## config.mk

```make
export PLATFORM = sky130hd
export DESIGN_NAME = i2c_host_bus_sequencer
export DESIGN_NICKNAME = d
export VERILOG_FILES = /design/src/i2c_seq_pkg.sv /design/src/i2c_host_bus_sequencer.sv
export VERILOG_INCLUDE_DIRS = /design/src
export SDC_FILE = /design/constraint.sdc
export NUM_CORES = 1
export LEC_CHECK = 0
export BUFFER_PORTS_ARGS = -buffer_cell sky130_fd_sc_hd__buf_2
export CAP_MARGIN = 30
export CELL_PAD_IN_SITES_DETAIL_PLACEMENT = 1
export CELL_PAD_IN_SITES_GLOBAL_PLACEMENT = 1
export CORE_ASPECT_RATIO = 1.5
export CORE_MARGIN = 8
export CORE_UTILIZATION = 47
export DETAILED_ROUTE_END_ITERATION = 12
export HOLD_SLACK_MARGIN = 0.12
export PLACE_DENSITY = 0.88
export RECOVER_POWER = 25
export SLEW_MARGIN = 20
export SYNTH_ARGS = -nofsm -noshare
export SYNTH_HDL_FRONTEND = slang
export SYNTH_SLANG_ARGS = --single-unit
export TNS_END_PERCENT = 1
```

## constraint.sdc

```tcl
create_clock -name CORE_CLK_IN -period 5 [get_ports CORE_CLK_IN]
set_clock_uncertainty 0.1 [all_clocks]
set_input_delay 0.75 -clock CORE_CLK_IN [delete_from_list [all_inputs] [get_ports CORE_CLK_IN]]
set_output_delay 0.75 -clock CORE_CLK_IN [all_outputs]
set_load 0.005 [all_outputs]
```

## src/i2c_seq_defs.svh

```systemverilog
// Register offsets, field positions and reset values of the sequencer
`ifndef I2C_SEQ_DEFS_SVH
`define I2C_SEQ_DEFS_SVH
`define OFS_CTRL1      8'h00
`define OFS_SEQ        8'h04
`define OFS_STATUS     8'h08
`define OFS_TXBUF      8'h0c
`define OFS_RELOAD     8'h10
`define OFS_PINS       8'h14
`define CTRL1_EN_BIT   5
`define CTRL1_MODE_LSB 0
`define MODE_HW_HOST   4'h8
`define MODE_FW_HOST   4'hb
`define SEQ_SEN_BIT    0
`define SEQ_REPEATED_START_REQUEST_BIT_BIT   1
`define SEQ_PEN_BIT    2
`define SEQ_ACKST_BIT  6
`define ST_BF_BIT      0
`define ST_S_BIT       3
`define ST_P_BIT       4
`define ST_IF_BIT      8
`define ST_WRITE_COLLISION_FLAG_BIT    9
`define ST_BCL_BIT     10
`define RELOAD_RESET   8'h04
`define RESP_OKAY      2'h0
`define RESP_SLVERR    2'h2
`endif

```

## src/i2c_seq_pkg.sv

```systemverilog
// Types of the sequencer
package i2c_seq_pkg;
  typedef enum logic [7:0] {
    ST_IDLE  = 8'h01,
    ST_SWAIT = 8'h02,
    ST_SHOLD = 8'h04,
    ST_RLOW  = 8'h08,
    ST_RHIGH = 8'h10,
    ST_RSDA  = 8'h20,
    ST_TLOW  = 8'h40,
    ST_THIGH = 8'h80
  } seq_state_t;
endpackage

```

## src/i2c_host_bus_sequencer.sv

```systemverilog
// I2C host bus sequencer with AXI4-Lite register slave
//
// How it works
// - Start: both lines high, load reload bits 7:0, timeout with both high drives SDA
// - Then reload; next timeout clears start request, holds SDA low, counter stops
// - Lines low at start, or SCL low early: collision flag, abort, idle
// - Released SCL: counter reloads while SCL reads low, counts down once SCL seen high
// - Buffer write during any sequence is dropped and sets write collision
// - Repeated start bit ignores writes until Start has completed
// - Repeated start accepted only when the state machine is idle
// - Repeated start: SCL low, SDA released, SCL up, SDA low, SCL low
// - Repeated start sets start flag when SDA falls with SCL high, interrupt flag after timeout
// - Repeated start collision: SDA low at SCL rise, or SCL falls early
// - Idle buffer write sets buffer full and starts transmission
// - SDA changes after SCL low; low and high each one baud period
// - Eighth falling edge clears buffer full and releases SDA
// - Ninth clock samples SDA into acknowledge status
// - After ninth clock: interrupt flag, SCL held low, wait for next byte
// - Interrupt flag on each completed start, repeated start, byte
// - No event queueing; early buffer write dropped with write collision
// - Host mode interrupts when a start, repeated start or byte completes, not on line detection
// - Start and stop detected flags clear on reset and port disable
// - Firmware host mode: only start/stop detection, software drives lines
//
// The AXI4-Lite interface to the registers and the placing of the registers are this design's own decisions.
`timescale 1ns/1ps
`include "i2c_seq_defs.svh"
module i2c_host_bus_sequencer
  import i2c_seq_pkg::*;
(
  input  wire logic        CORE_CLK_IN,
  input  wire logic        RST_B_IN,
  input  wire logic [7:0]  AWADDR_IN,
  input  wire logic        AWVALID_IN,
  output logic             AWREADY_OUT,
  input  wire logic [31:0] WDATA_IN,
  input  wire logic [3:0]  WSTRB_IN,
  input  wire logic        WVALID_IN,
  output logic             WREADY_OUT,
  output logic [1:0]       BRESP_OUT,
  output logic             BVALID_OUT,
  input  wire logic        BREADY_IN,
  input  wire logic [7:0]  ARADDR_IN,
  input  wire logic        ARVALID_IN,
  output logic             ARREADY_OUT,
  output logic [31:0]      RDATA_OUT,
  output logic [1:0]       RRESP_OUT,
  output logic             RVALID_OUT,
  input  wire logic        RREADY_IN,
  input  wire logic        SDA_IN,
  output logic             SDA_OUT,
  output logic             SDA_OE_OUT,
  input  wire logic        SCL_IN,
  output logic             SCL_OUT,
  output logic             SCL_OE_OUT
);

  // ---------------------------------------------------------------
  // Pin synchronisers
  // ---------------------------------------------------------------
  logic [1:0] sda_sync_reg;
  logic [1:0] scl_sync_reg;
  logic       sda_prev_reg;
  logic       scl_prev_reg;
  logic       sda_s;
  logic       scl_s;

  always_ff @(posedge CORE_CLK_IN or negedge RST_B_IN) begin
    if (!RST_B_IN) begin
      sda_sync_reg <= 2'h3;
      scl_sync_reg <= 2'h3;
      sda_prev_reg <= 1'b1;
      scl_prev_reg <= 1'b1;
    end else begin
      sda_sync_reg <= {sda_sync_reg[0], SDA_IN};
      scl_sync_reg <= {scl_sync_reg[0], SCL_IN};
      sda_prev_reg <= sda_sync_reg[1];
      scl_prev_reg <= scl_sync_reg[1];
    end
  end
  assign sda_s = sda_sync_reg[1];
  assign scl_s = scl_sync_reg[1];

  // ---------------------------------------------------------------
  // Registers and shared state
  // ---------------------------------------------------------------
  logic [7:0]  first_control_reg;
  logic [7:0]  baud_reload_reg;
  logic [7:0]  transmit_buffer;
  logic [7:0]  shift_register;
  logic [7:0]  baud_counter;
  logic [3:0]  bit_cnt_reg;
  logic        start_request_bit;
  logic        repeated_start_request_bit;
  logic        ack_status_bit;
  logic        buffer_full_flag;
  logic        write_collision_flag;
  logic        bus_collision_flag;
  logic        port_interrupt_flag;
  logic        start_seen_reg;
  logic        stop_seen_reg;
  logic        start_done_reg;
  logic        sw_sda_reg;
  logic        sw_scl_reg;
  seq_state_t  state_reg;

  logic        port_enable_bit;
  logic [3:0]  port_mode_select;
  logic        hw_host;
  logic        fw_host;
  logic        timeout;
  logic        start_line;
  logic        stop_line;

  assign port_enable_bit  = first_control_reg[`CTRL1_EN_BIT];
  assign port_mode_select = first_control_reg[`CTRL1_MODE_LSB +: 4];
  assign hw_host    = port_enable_bit && port_mode_select == `MODE_HW_HOST;
  assign fw_host    = port_enable_bit && port_mode_select == `MODE_FW_HOST;
  assign timeout    = baud_counter == 8'h00;
  assign start_line = scl_s && sda_prev_reg && !sda_s;
  assign stop_line  = scl_s && !sda_prev_reg && sda_s;

  // ---------------------------------------------------------------
  // AXI4-Lite handshake
  // ---------------------------------------------------------------
  logic aw_got_reg;
  logic w_got_reg;
  logic [7:0]  aw_addr_reg;
  logic [31:0] w_data_reg;
  logic [3:0]  w_strb_reg;
  logic        wr_fire;
  logic        wr_lane0;

  assign wr_fire  = aw_got_reg && w_got_reg && !BVALID_OUT;
  assign wr_lane0 = wr_fire && w_strb_reg[0];

  always_ff @(posedge CORE_CLK_IN or negedge RST_B_IN) begin
    if (!RST_B_IN) begin
      aw_got_reg  <= 1'b0;
      w_got_reg   <= 1'b0;
      aw_addr_reg <= 8'h00;
      w_data_reg  <= 32'h0;
      w_strb_reg  <= 4'h0;
      AWREADY_OUT <= 1'b0;
      WREADY_OUT  <= 1'b0;
      BVALID_OUT  <= 1'b0;
      BRESP_OUT   <= `RESP_OKAY;
    end else begin
      AWREADY_OUT <= !aw_got_reg && !AWREADY_OUT && !BVALID_OUT;
      WREADY_OUT  <= !w_got_reg && !WREADY_OUT && !BVALID_OUT;
      if (AWVALID_IN && AWREADY_OUT) begin
        aw_got_reg  <= 1'b1;
        aw_addr_reg <= AWADDR_IN;
        AWREADY_OUT <= 1'b0;
      end
      if (WVALID_IN && WREADY_OUT) begin
        w_got_reg  <= 1'b1;
        w_data_reg <= WDATA_IN;
        w_strb_reg <= WSTRB_IN;
        WREADY_OUT <= 1'b0;
      end
      if (wr_fire) begin
        aw_got_reg <= 1'b0;
        w_got_reg  <= 1'b0;
        BVALID_OUT <= 1'b1;
        if (aw_addr_reg > `OFS_PINS || aw_addr_reg[1:0] != 2'h0) begin
          BRESP_OUT <= `RESP_SLVERR;
        end else begin
          BRESP_OUT <= `RESP_OKAY;
        end
      end else if (BVALID_OUT && BREADY_IN) begin
        BVALID_OUT <= 1'b0;
      end
    end
  end

  always_ff @(posedge CORE_CLK_IN or negedge RST_B_IN) begin
    if (!RST_B_IN) begin
      ARREADY_OUT <= 1'b0;
      RVALID_OUT  <= 1'b0;
      RDATA_OUT   <= 32'h0;
      RRESP_OUT   <= `RESP_OKAY;
    end else begin
      ARREADY_OUT <= !ARREADY_OUT && !RVALID_OUT;
      if (ARVALID_IN && ARREADY_OUT) begin
        ARREADY_OUT <= 1'b0;
        RVALID_OUT  <= 1'b1;
        RRESP_OUT   <= `RESP_OKAY;
        if (ARADDR_IN == `OFS_CTRL1) begin
          RDATA_OUT <= {24'h0, first_control_reg};
        end else if (ARADDR_IN == `OFS_SEQ) begin
          RDATA_OUT <= {25'h0, ack_status_bit, 4'h0,
                        repeated_start_request_bit, start_request_bit};
        end else if (ARADDR_IN == `OFS_STATUS) begin
          RDATA_OUT <= {21'h0, bus_collision_flag, write_collision_flag,
                        port_interrupt_flag, 3'h0, stop_seen_reg,
                        start_seen_reg, 2'h0, buffer_full_flag};
        end else if (ARADDR_IN == `OFS_TXBUF) begin
          RDATA_OUT <= {24'h0, transmit_buffer};
        end else if (ARADDR_IN == `OFS_RELOAD) begin
          RDATA_OUT <= {24'h0, baud_reload_reg};
        end else if (ARADDR_IN == `OFS_PINS) begin
          RDATA_OUT <= {28'h0, scl_s, sda_s, sw_scl_reg, sw_sda_reg};
        end else begin
          RDATA_OUT <= 32'h0;
          RRESP_OUT <= `RESP_SLVERR;
        end
      end else if (RVALID_OUT && RREADY_IN) begin
        RVALID_OUT <= 1'b0;
      end
    end
  end

  // ---------------------------------------------------------------
  // Plain control registers
  // ---------------------------------------------------------------
  always_ff @(posedge CORE_CLK_IN or negedge RST_B_IN) begin
    if (!RST_B_IN) begin
      first_control_reg <= 8'h00;
      baud_reload_reg   <= `RELOAD_RESET;
      sw_sda_reg        <= 1'b1;
      sw_scl_reg        <= 1'b1;
    end else if (wr_lane0) begin
      if (aw_addr_reg == `OFS_CTRL1) begin
        first_control_reg <= w_data_reg[7:0];
      end else if (aw_addr_reg == `OFS_RELOAD) begin
        baud_reload_reg <= w_data_reg[7:0];
      end else if (aw_addr_reg == `OFS_PINS) begin
        sw_sda_reg <= w_data_reg[0];
        sw_scl_reg <= w_data_reg[1];
      end
    end
  end

  // ---------------------------------------------------------------
  // Sequencer
  // ---------------------------------------------------------------
  logic wr_seq;
  logic wr_buf;
  logic wr_status;
  assign wr_seq    = wr_lane0 && aw_addr_reg == `OFS_SEQ;
  assign wr_buf    = wr_lane0 && aw_addr_reg == `OFS_TXBUF;
  assign wr_status = wr_fire && w_strb_reg[1] &&
                     aw_addr_reg == `OFS_STATUS;

  always_ff @(posedge CORE_CLK_IN or negedge RST_B_IN) begin
    if (!RST_B_IN) begin
      state_reg                  <= ST_IDLE;
      baud_counter               <= 8'h00;
      bit_cnt_reg                <= 4'h0;
      shift_register             <= 8'h00;
      transmit_buffer            <= 8'h00;
      start_request_bit          <= 1'b0;
      repeated_start_request_bit <= 1'b0;
      ack_status_bit             <= 1'b0;
      buffer_full_flag           <= 1'b0;
      write_collision_flag       <= 1'b0;
      bus_collision_flag         <= 1'b0;
      port_interrupt_flag        <= 1'b0;
      start_done_reg             <= 1'b0;
      SDA_OE_OUT                 <= 1'b0;
      SCL_OE_OUT                 <= 1'b0;
    end else begin
      // Software clears sticky flags by writing one; a same-cycle set wins
      if (wr_status) begin
        if (w_data_reg[`ST_IF_BIT])   port_interrupt_flag  <= 1'b0;
        if (w_data_reg[`ST_WRITE_COLLISION_FLAG_BIT]) write_collision_flag <= 1'b0;
        if (w_data_reg[`ST_BCL_BIT])  bus_collision_flag   <= 1'b0;
      end
      if (baud_counter != 8'h00) begin
        baud_counter <= baud_counter - 8'h01;
      end
      // Buffer writes
      if (wr_buf) begin
        if (state_reg != ST_IDLE || start_request_bit ||
            repeated_start_request_bit || !start_done_reg) begin
          write_collision_flag <= 1'b1;
        end else if (hw_host) begin
          transmit_buffer  <= w_data_reg[7:0];
          shift_register   <= w_data_reg[7:0];
          buffer_full_flag <= 1'b1;
          SCL_OE_OUT       <= 1'b1;
          bit_cnt_reg      <= 4'h0;
          baud_counter     <= baud_reload_reg;
          state_reg        <= ST_TLOW;
        end
      end
      // Request bits
      if (wr_seq && hw_host && state_reg == ST_IDLE) begin
        if (w_data_reg[`SEQ_SEN_BIT] && !start_request_bit) begin
          start_request_bit <= 1'b1;
          if (scl_s && sda_s) begin
            baud_counter <= baud_reload_reg;
            state_reg    <= ST_SWAIT;
          end else begin
            start_request_bit  <= 1'b0;
            bus_collision_flag <= 1'b1;
          end
        end else if (w_data_reg[`SEQ_REPEATED_START_REQUEST_BIT_BIT] && start_done_reg) begin
          repeated_start_request_bit <= 1'b1;
          SCL_OE_OUT   <= 1'b1;
          baud_counter <= baud_reload_reg;
          state_reg    <= ST_RLOW;
        end
      end
      case (state_reg)
        ST_IDLE: begin
        end
        ST_SWAIT: begin
          if (!scl_s) begin
            bus_collision_flag <= 1'b1;
            start_request_bit  <= 1'b0;
            state_reg          <= ST_IDLE;
          end else if (timeout && sda_s) begin
            SDA_OE_OUT   <= 1'b1;
            baud_counter <= baud_reload_reg;
            state_reg    <= ST_SHOLD;
          end
        end
        ST_SHOLD: begin
          if (timeout) begin
            start_request_bit   <= 1'b0;
            start_done_reg      <= 1'b1;
            port_interrupt_flag <= 1'b1;
            state_reg           <= ST_IDLE;
          end
        end
        ST_RLOW: begin
          // SDA released only once SCL is already pulled low
          SDA_OE_OUT <= 1'b0;
          if (scl_s) begin
            baud_counter <= baud_reload_reg;
          end else if (timeout && sda_s) begin
            SCL_OE_OUT <= 1'b0;
            state_reg  <= ST_RHIGH;
          end
        end
        ST_RHIGH: begin
          if (scl_s && !scl_prev_reg && !sda_s) begin
            bus_collision_flag         <= 1'b1;
            repeated_start_request_bit <= 1'b0;
            state_reg                  <= ST_IDLE;
          end else if (!scl_s) begin
            baud_counter <= baud_reload_reg;
          end else if (timeout) begin
            SDA_OE_OUT   <= 1'b1;
            baud_counter <= baud_reload_reg;
            state_reg    <= ST_RSDA;
          end
        end
        ST_RSDA: begin
          if (!scl_s && !SCL_OE_OUT) begin
            bus_collision_flag         <= 1'b1;
            repeated_start_request_bit <= 1'b0;
            state_reg                  <= ST_IDLE;
          end else if (timeout) begin
            SCL_OE_OUT                 <= 1'b1;
            repeated_start_request_bit <= 1'b0;
            port_interrupt_flag        <= 1'b1;
            state_reg                  <= ST_IDLE;
          end
        end
        ST_TLOW: begin
          SCL_OE_OUT <= 1'b1;
          // Data moves only after SCL was low for a cycle
          if (SCL_OE_OUT && bit_cnt_reg < 4'h8) begin
            SDA_OE_OUT <= !shift_register[7];
          end else if (SCL_OE_OUT) begin
            SDA_OE_OUT <= 1'b0;
          end
          if (timeout) begin
            SCL_OE_OUT   <= 1'b0;
            baud_counter <= baud_reload_reg;
            state_reg    <= ST_THIGH;
          end
        end
        ST_THIGH: begin
          if (!scl_s) begin
            baud_counter <= baud_reload_reg;
          end else if (timeout) begin
            SCL_OE_OUT   <= 1'b1;
            baud_counter <= baud_reload_reg;
            bit_cnt_reg  <= bit_cnt_reg + 4'h1;
            shift_register <= {shift_register[6:0], 1'b0};
            if (bit_cnt_reg == 4'h7) begin
              buffer_full_flag <= 1'b0;
            end
            if (bit_cnt_reg == 4'h8) begin
              ack_status_bit      <= sda_s;
              port_interrupt_flag <= 1'b1;
              baud_counter        <= 8'h00;
              state_reg           <= ST_IDLE;
            end else begin
              state_reg <= ST_TLOW;
            end
          end
        end
        default: state_reg <= ST_IDLE;
      endcase
      if (!hw_host) begin
        state_reg                  <= ST_IDLE;
        start_request_bit          <= 1'b0;
        repeated_start_request_bit <= 1'b0;
        start_done_reg             <= 1'b0;
        SDA_OE_OUT                 <= fw_host && !sw_sda_reg;
        SCL_OE_OUT                 <= fw_host && !sw_scl_reg;
      end
    end
  end

  // ---------------------------------------------------------------
  // Start and stop detection
  // ---------------------------------------------------------------
  always_ff @(posedge CORE_CLK_IN or negedge RST_B_IN) begin
    if (!RST_B_IN) begin
      start_seen_reg <= 1'b0;
      stop_seen_reg  <= 1'b0;
    end else if (!port_enable_bit) begin
      start_seen_reg <= 1'b0;
      stop_seen_reg  <= 1'b0;
    end else if (start_line) begin
      start_seen_reg <= 1'b1;
      stop_seen_reg  <= 1'b0;
    end else if (stop_line) begin
      stop_seen_reg  <= 1'b1;
      start_seen_reg <= 1'b0;
    end
  end

  // Lines only ever pulled low
  always_ff @(posedge CORE_CLK_IN or negedge RST_B_IN) begin
    if (!RST_B_IN) begin
      SDA_OUT <= 1'b0;
      SCL_OUT <= 1'b0;
    end else begin
      SDA_OUT <= 1'b0;
      SCL_OUT <= 1'b0;
    end
  end

endmodule // i2c_host_bus_sequencer

```

# ---- Word level (Yosys, flattened, before mapping)
# Index checks and enable logic that the tools add are counted.
dict set report classes {
  n_eq_ne 33
  n_mux 148
  magnitude_cmp 2
  bitwise_logic 3
  reduce_logical 72
  n_addsub 2
}
# cell n
set op_table {}
lappend op_table {{$mux 8} 44}
lappend op_table {{$mux 1} 78}
lappend op_table {{$pmux 8 s8} 1}
lappend op_table {{$eq 8x4->1 const B} 5}
lappend op_table {{$eq 8x5->1 const B} 5}
lappend op_table {{$pmux 8 s5} 1}
lappend op_table {{$logic_and 1x1->1} 35}
lappend op_table {{$mux 11} 3}
lappend op_table {{$mux 4} 7}
lappend op_table {{$eq 8x3->1 const B} 3}
lappend op_table {{$logic_not 8->1} 3}
lappend op_table {{$logic_not 1->1} 17}
lappend op_table {{$ne 3x3->1 const B} 5}
lappend op_table {{$mux 2} 7}
lappend op_table {{$eq 4x4->1 const B} 3}
lappend op_table {{$reduce_bool 2->1} 5}
lappend op_table {{$eq 8x1->1 const B} 1}
lappend op_table {{$eq 8x2->1 const B} 1}
lappend op_table {{$eq 8x6->1 const B} 1}
lappend op_table {{$eq 8x7->1 const B} 1}
lappend op_table {{$eq 8x8->1 const B} 1}
lappend op_table {{$gt 8x5->1 const B} 1}
lappend op_table {{$ne 8x1->1 const B} 1}
lappend op_table {{$pmux 1 s4} 2}
lappend op_table {{18 further kinds} 29}
dict set report totals {
  word_cells 298
  out_inout_bits 45
  in_bits 61
  regBits 136
}

# ---- Depth between registers and ports, before layout
dict set report logic_depth {
  word_depth 14
  ltp_mapped 8
}

# ---- Worst setup path after synthesis
# Ideal clock, no wire load.
dict set report synth_timing {
  kind {register to register}
  start {register state_reg[2]}
  end {register ack_status_bit}
  stages_incl_launch_ff 8
  path_slack_ns 2.216
  required_time_ns 4.775
  arrival_time_ns 2.559
  synth_period_minus_slack_ns 2.784
  setup_time_ns 0.125
  path_cell_list {dfrtp_1 or4_4 or4_4 buf_6 nand3_2 nand3_4 or4_4 mux2_4}
}
dict set report synth_between {
  elab_chain_cells 2
}
# element line_no
set synth_lines {}
lappend synth_lines {{start: declaration} i2c_host_bus_sequencer.sv:105} ;# seq_state_t state_reg;
lappend synth_lines {{start signal: assignment} i2c_host_bus_sequencer.sv:248} ;# state_reg <= ST_IDLE;
lappend synth_lines {{start signal: assignment} i2c_host_bus_sequencer.sv:285} ;# state_reg <= ST_TLOW;
lappend synth_lines {{start signal: assignment} i2c_host_bus_sequencer.sv:294} ;# state_reg <= ST_SWAIT;
lappend synth_lines {{$eq 8x8->1} i2c_host_bus_sequencer.sv:306} ;# case (state_reg)
lappend synth_lines {{$reduce_and 4->1 (no line)} n/a}
lappend synth_lines {{end signal: assignment} i2c_host_bus_sequencer.sv:389} ;# ack_status_bit <= sda_s;
lappend synth_lines {{end: declaration} i2c_host_bus_sequencer.sv:95} ;# logic ack_status_bit;
# No other way between the ends.
# A chain may end at the register's enable or synchronous reset.

# ---- Worst setup path after layout
dict set report layout_timing {
  start {register scl_sync_reg[1]}
  end {register ack_status_bit}
}
dict set report layout_between {
  elab_chain_cells 1
}
# element line_no
set layout_lines {}
lappend layout_lines {{start: declaration} i2c_host_bus_sequencer.sv:62} ;# logic [1:0] scl_sync_reg;
lappend layout_lines {{start signal: assignment} i2c_host_bus_sequencer.sv:76} ;# scl_sync_reg <= {scl_sync_reg[0], SCL_IN};
lappend layout_lines {{$reduce_and 4->1 (no line)} n/a}
# No other way between the ends.

==> impl_metrics.yaml <==
setup_path:
  arrival_ns: 3.40
  cp-start-kind: "flop"
  worstPathMaxFanout: 20
  crit_required_ns: 5.21
  end_kind: "flop"
  worstRegToRegCells: 5
  crit_type: "reg2reg"
  r2r_slack_ns: 1.81
  r2r_start: "scl_sync_reg[1]"
  r2r_end: "ack_status_bit"
place:
  place_congestion: 0.905
  pre_cts_slack_ns: 1.66
  io_buffers: 57
  hpwl_um: 13600
synth:
  ys.flop_type: "dfrtp_1"
  yosysUniqueCellTypes: 71
  syn_area_mm2: 0.00591
  synthAdderAreaFrac_pct: 0.635
  synth-warning-count: 0
  synth_seq_area_share_pct: 48.0
  ys_ff_latch: 113
  syn_inst: 601
  ys_async_sr_fraction_pct: 100
  synth_xor_area_share_pct: 1.04
  synth_top_family_by_area: "simple AND/OR/NAND/NOR gates"
  synth_edf_count: 0
  syn_avg_cell_area_um2: 9.84
  yosys.area_share.simple_pct: 21.2
  synth_mux_area_share_pct: 8.40
  synth_compound_area_share_pct: 14.7
clocking:
  clk_pin_slew_worst_paths_ns: 0.06
  cts.htree.levels: 4
  root_buffer: "clkbuf_16"
  hold_buffers: 0
  cts_setup_buffers: 0
  cts_made_buffers: 17
  clk_latency_ns: 0.43
  clk_path_buf_depth: 2
  cts_sinks: 113
  cts_resized: 0
  cts_tree: "done"
timing:
  post-route-period-util_pct: 63.8
  holdWs_ns: 0.259
  timing.fmax_ghz: 0.313
  finalSetupViolations: 0
  rsz0062_at_grt: "no"
  hold_viol_final: 0
  slew_violations: 33
  final.setup.worst_slack_ns: 1.81
  setup_tns_ns: 0
  fin_crit_ns: 3.19
  relSlewSlack_pct: -22.8
  worst_pin_slew_ns: 1.84
floorplan:
  io_pins: 106
  die_y_um: 153
  core_area_mm2: 0.0124
  die-area_mm2: 0.0165
  die_w_um: 108
  num_rows: 50
  start_util_pct: 47.7
power_and_ir_drop:
  p_clk_share_pct: 33.4
  irDropWorstVdd_uv: 396
  power_switching_mw: 1.21
  combPwrFrac_pct: 27.7
  swShare_pct: 36.3
  p_leak_nw: 3.12
  internal_power_mw: 2.12
  total_power_mw: 3.32
  power.density_mw_per_mm2: 488
  sequentialPowerShare_pct: 38.9
routing:
  finalWirelength_um: 19800
  first_iter_violations: 272
  drc: 0
  vias: 5199
  routedWlPerCell_um: 23.9
  viasPerCell: 6.27
  drt_pre_antenna_iters: 6
  drtAntennaViolNets: 0
global_routing:
  antenna_found_initial: 0
  overflow: 0
  grt_pass1_vias: 5806
  grt_max_degree: 78
  grt_pass1_wl_um: 31800
  grt_usage_pct: 24.9
run:
  cap_violations: 1
hold_path:
  min_from: "scl_sync_reg[0]"
  whs_endpoint: "scl_sync_reg[1]"
  whs_path_depth: 0
  hold_path.class: "reg2reg"
layout:
  drive_gt1_share_pct: 24.1
  syn_to_final_growth_pct: 15.3
  diodes: 0
  layout_commonest_cell: "dfrtp_1"
  fin_nets: 724
  layout_common_cells: "dfrtp_1, nand2_1, buf_2, mux2_2, nor2_1"
outcome:
  failed_checks: "max-capacitance violations, max-slew violations"
  outcome: "finished with violations"
## per-stage QoR
step	util [%]	cells	cell area, um2
3_5_place_dp	50.5	795	6250
2_1_floorplan	-	625	6000
3_3_place_gp	50.5	795	6250
5_1_grt	55.0	829	6820
6_report	55.0	829	6820
4_1_cts	54.8	827	6790
## power groups by stage
stage / Sequential (mW) / Combinational [mW] / Clock (mW)
final: 1.29 / 0.922 / 1.11
after global routing: 1.32 / 1.01 / 1.15
after CTS: 1.29 / 0.911 / 1.12
after detailed placement: 1.30 / 0.886 / 0
after global placement: 1.28 / 0.835 / 0
after floorplan: 1.23 / 0.625 / 0
## kinds of logic (layout without fill, tap and decap cells)
group	count (synthesis)	in the layout
DFF	113	113
other	1	25
AOI/OAI and AO/OA	129	129
and+or+nand+nor	239	239
buffers and inverters	65	113
xor gates and xnor gates	7	7
adders and majority gates	3	3
muxes	44	44
## cells in the mapped netlist, drive strengths merged, types with 6 or more instances
library cell,instances,share of area [%]
dfrtp,103,44
nand2,88,5.6
mux2,42,8.1
nor2,38,2.4
o21ai,37,3.1
buf,31,3.7
a21oi,21,1.8
nand3,21,2.1
clkbuf,18,1.1
inv,16,1.0
nor3,13,1.1
nor4,13,1.5
dfstp,10,4.4
nand2b,10,1.1
nor4b,9,1.4
o31ai,9,1.1
a32oi,6,0.89
nand4,6,0.63
or4,6,0.95
## per-layer routing
| layer | vias to the layer above | share of wire, % | GRT usage, % | wire (um) |
|---|---|---|---|---|
| met1 | 2639 | 35 | 25.4 | 6940 |
| met2 | 209 | 53 | 43.0 | 10600 |
| met5 | - | 0 | 0 | 0 |
| met4 | 0 | 6.5 | 18.1 | 1290 |
| li1 | 2264 | - | - | - |
| met3 | 87 | 4.9 | 5.56 | 980 |
## worst max path at each step
stage,from,endpoint,slack (ns),depth (start not counted)
2_1_floorplan,state_reg[2],ack_status_bit,2.22,7
3_3_place_gp,ARADDR_IN[6],RDATA_OUT[2],1.78,6
3_5_place_dp,ARADDR_IN[6],RDATA_OUT[2],1.66,6
4_1_cts,aw_addr_reg[0],baud_reload_reg[4],1.93,5
5_1_grt,scl_sync_reg[1],ack_status_bit,1.72,5
6_report,scl_sync_reg[1],ack_status_bit,1.81,5
## critical path, stage by stage (launching register included)
cell	delay, ns
dfstp_1	1.02
or3b_2	0.52
nand3_1	0.27
o21ai_1	0.21
or4_4	0.63
mux2_4	0.32
## area by class of cell
type,instances,area (um2)
multi-input combinational,447,2830
fill,1413,5570
clock inverter,15,113
timing repair buffer,65,354
inverter,16,60.1
clock buffer,17,425
tap,156,195
sequential,113,2840
Note: power is estimated with default switching activity, not from simulation.
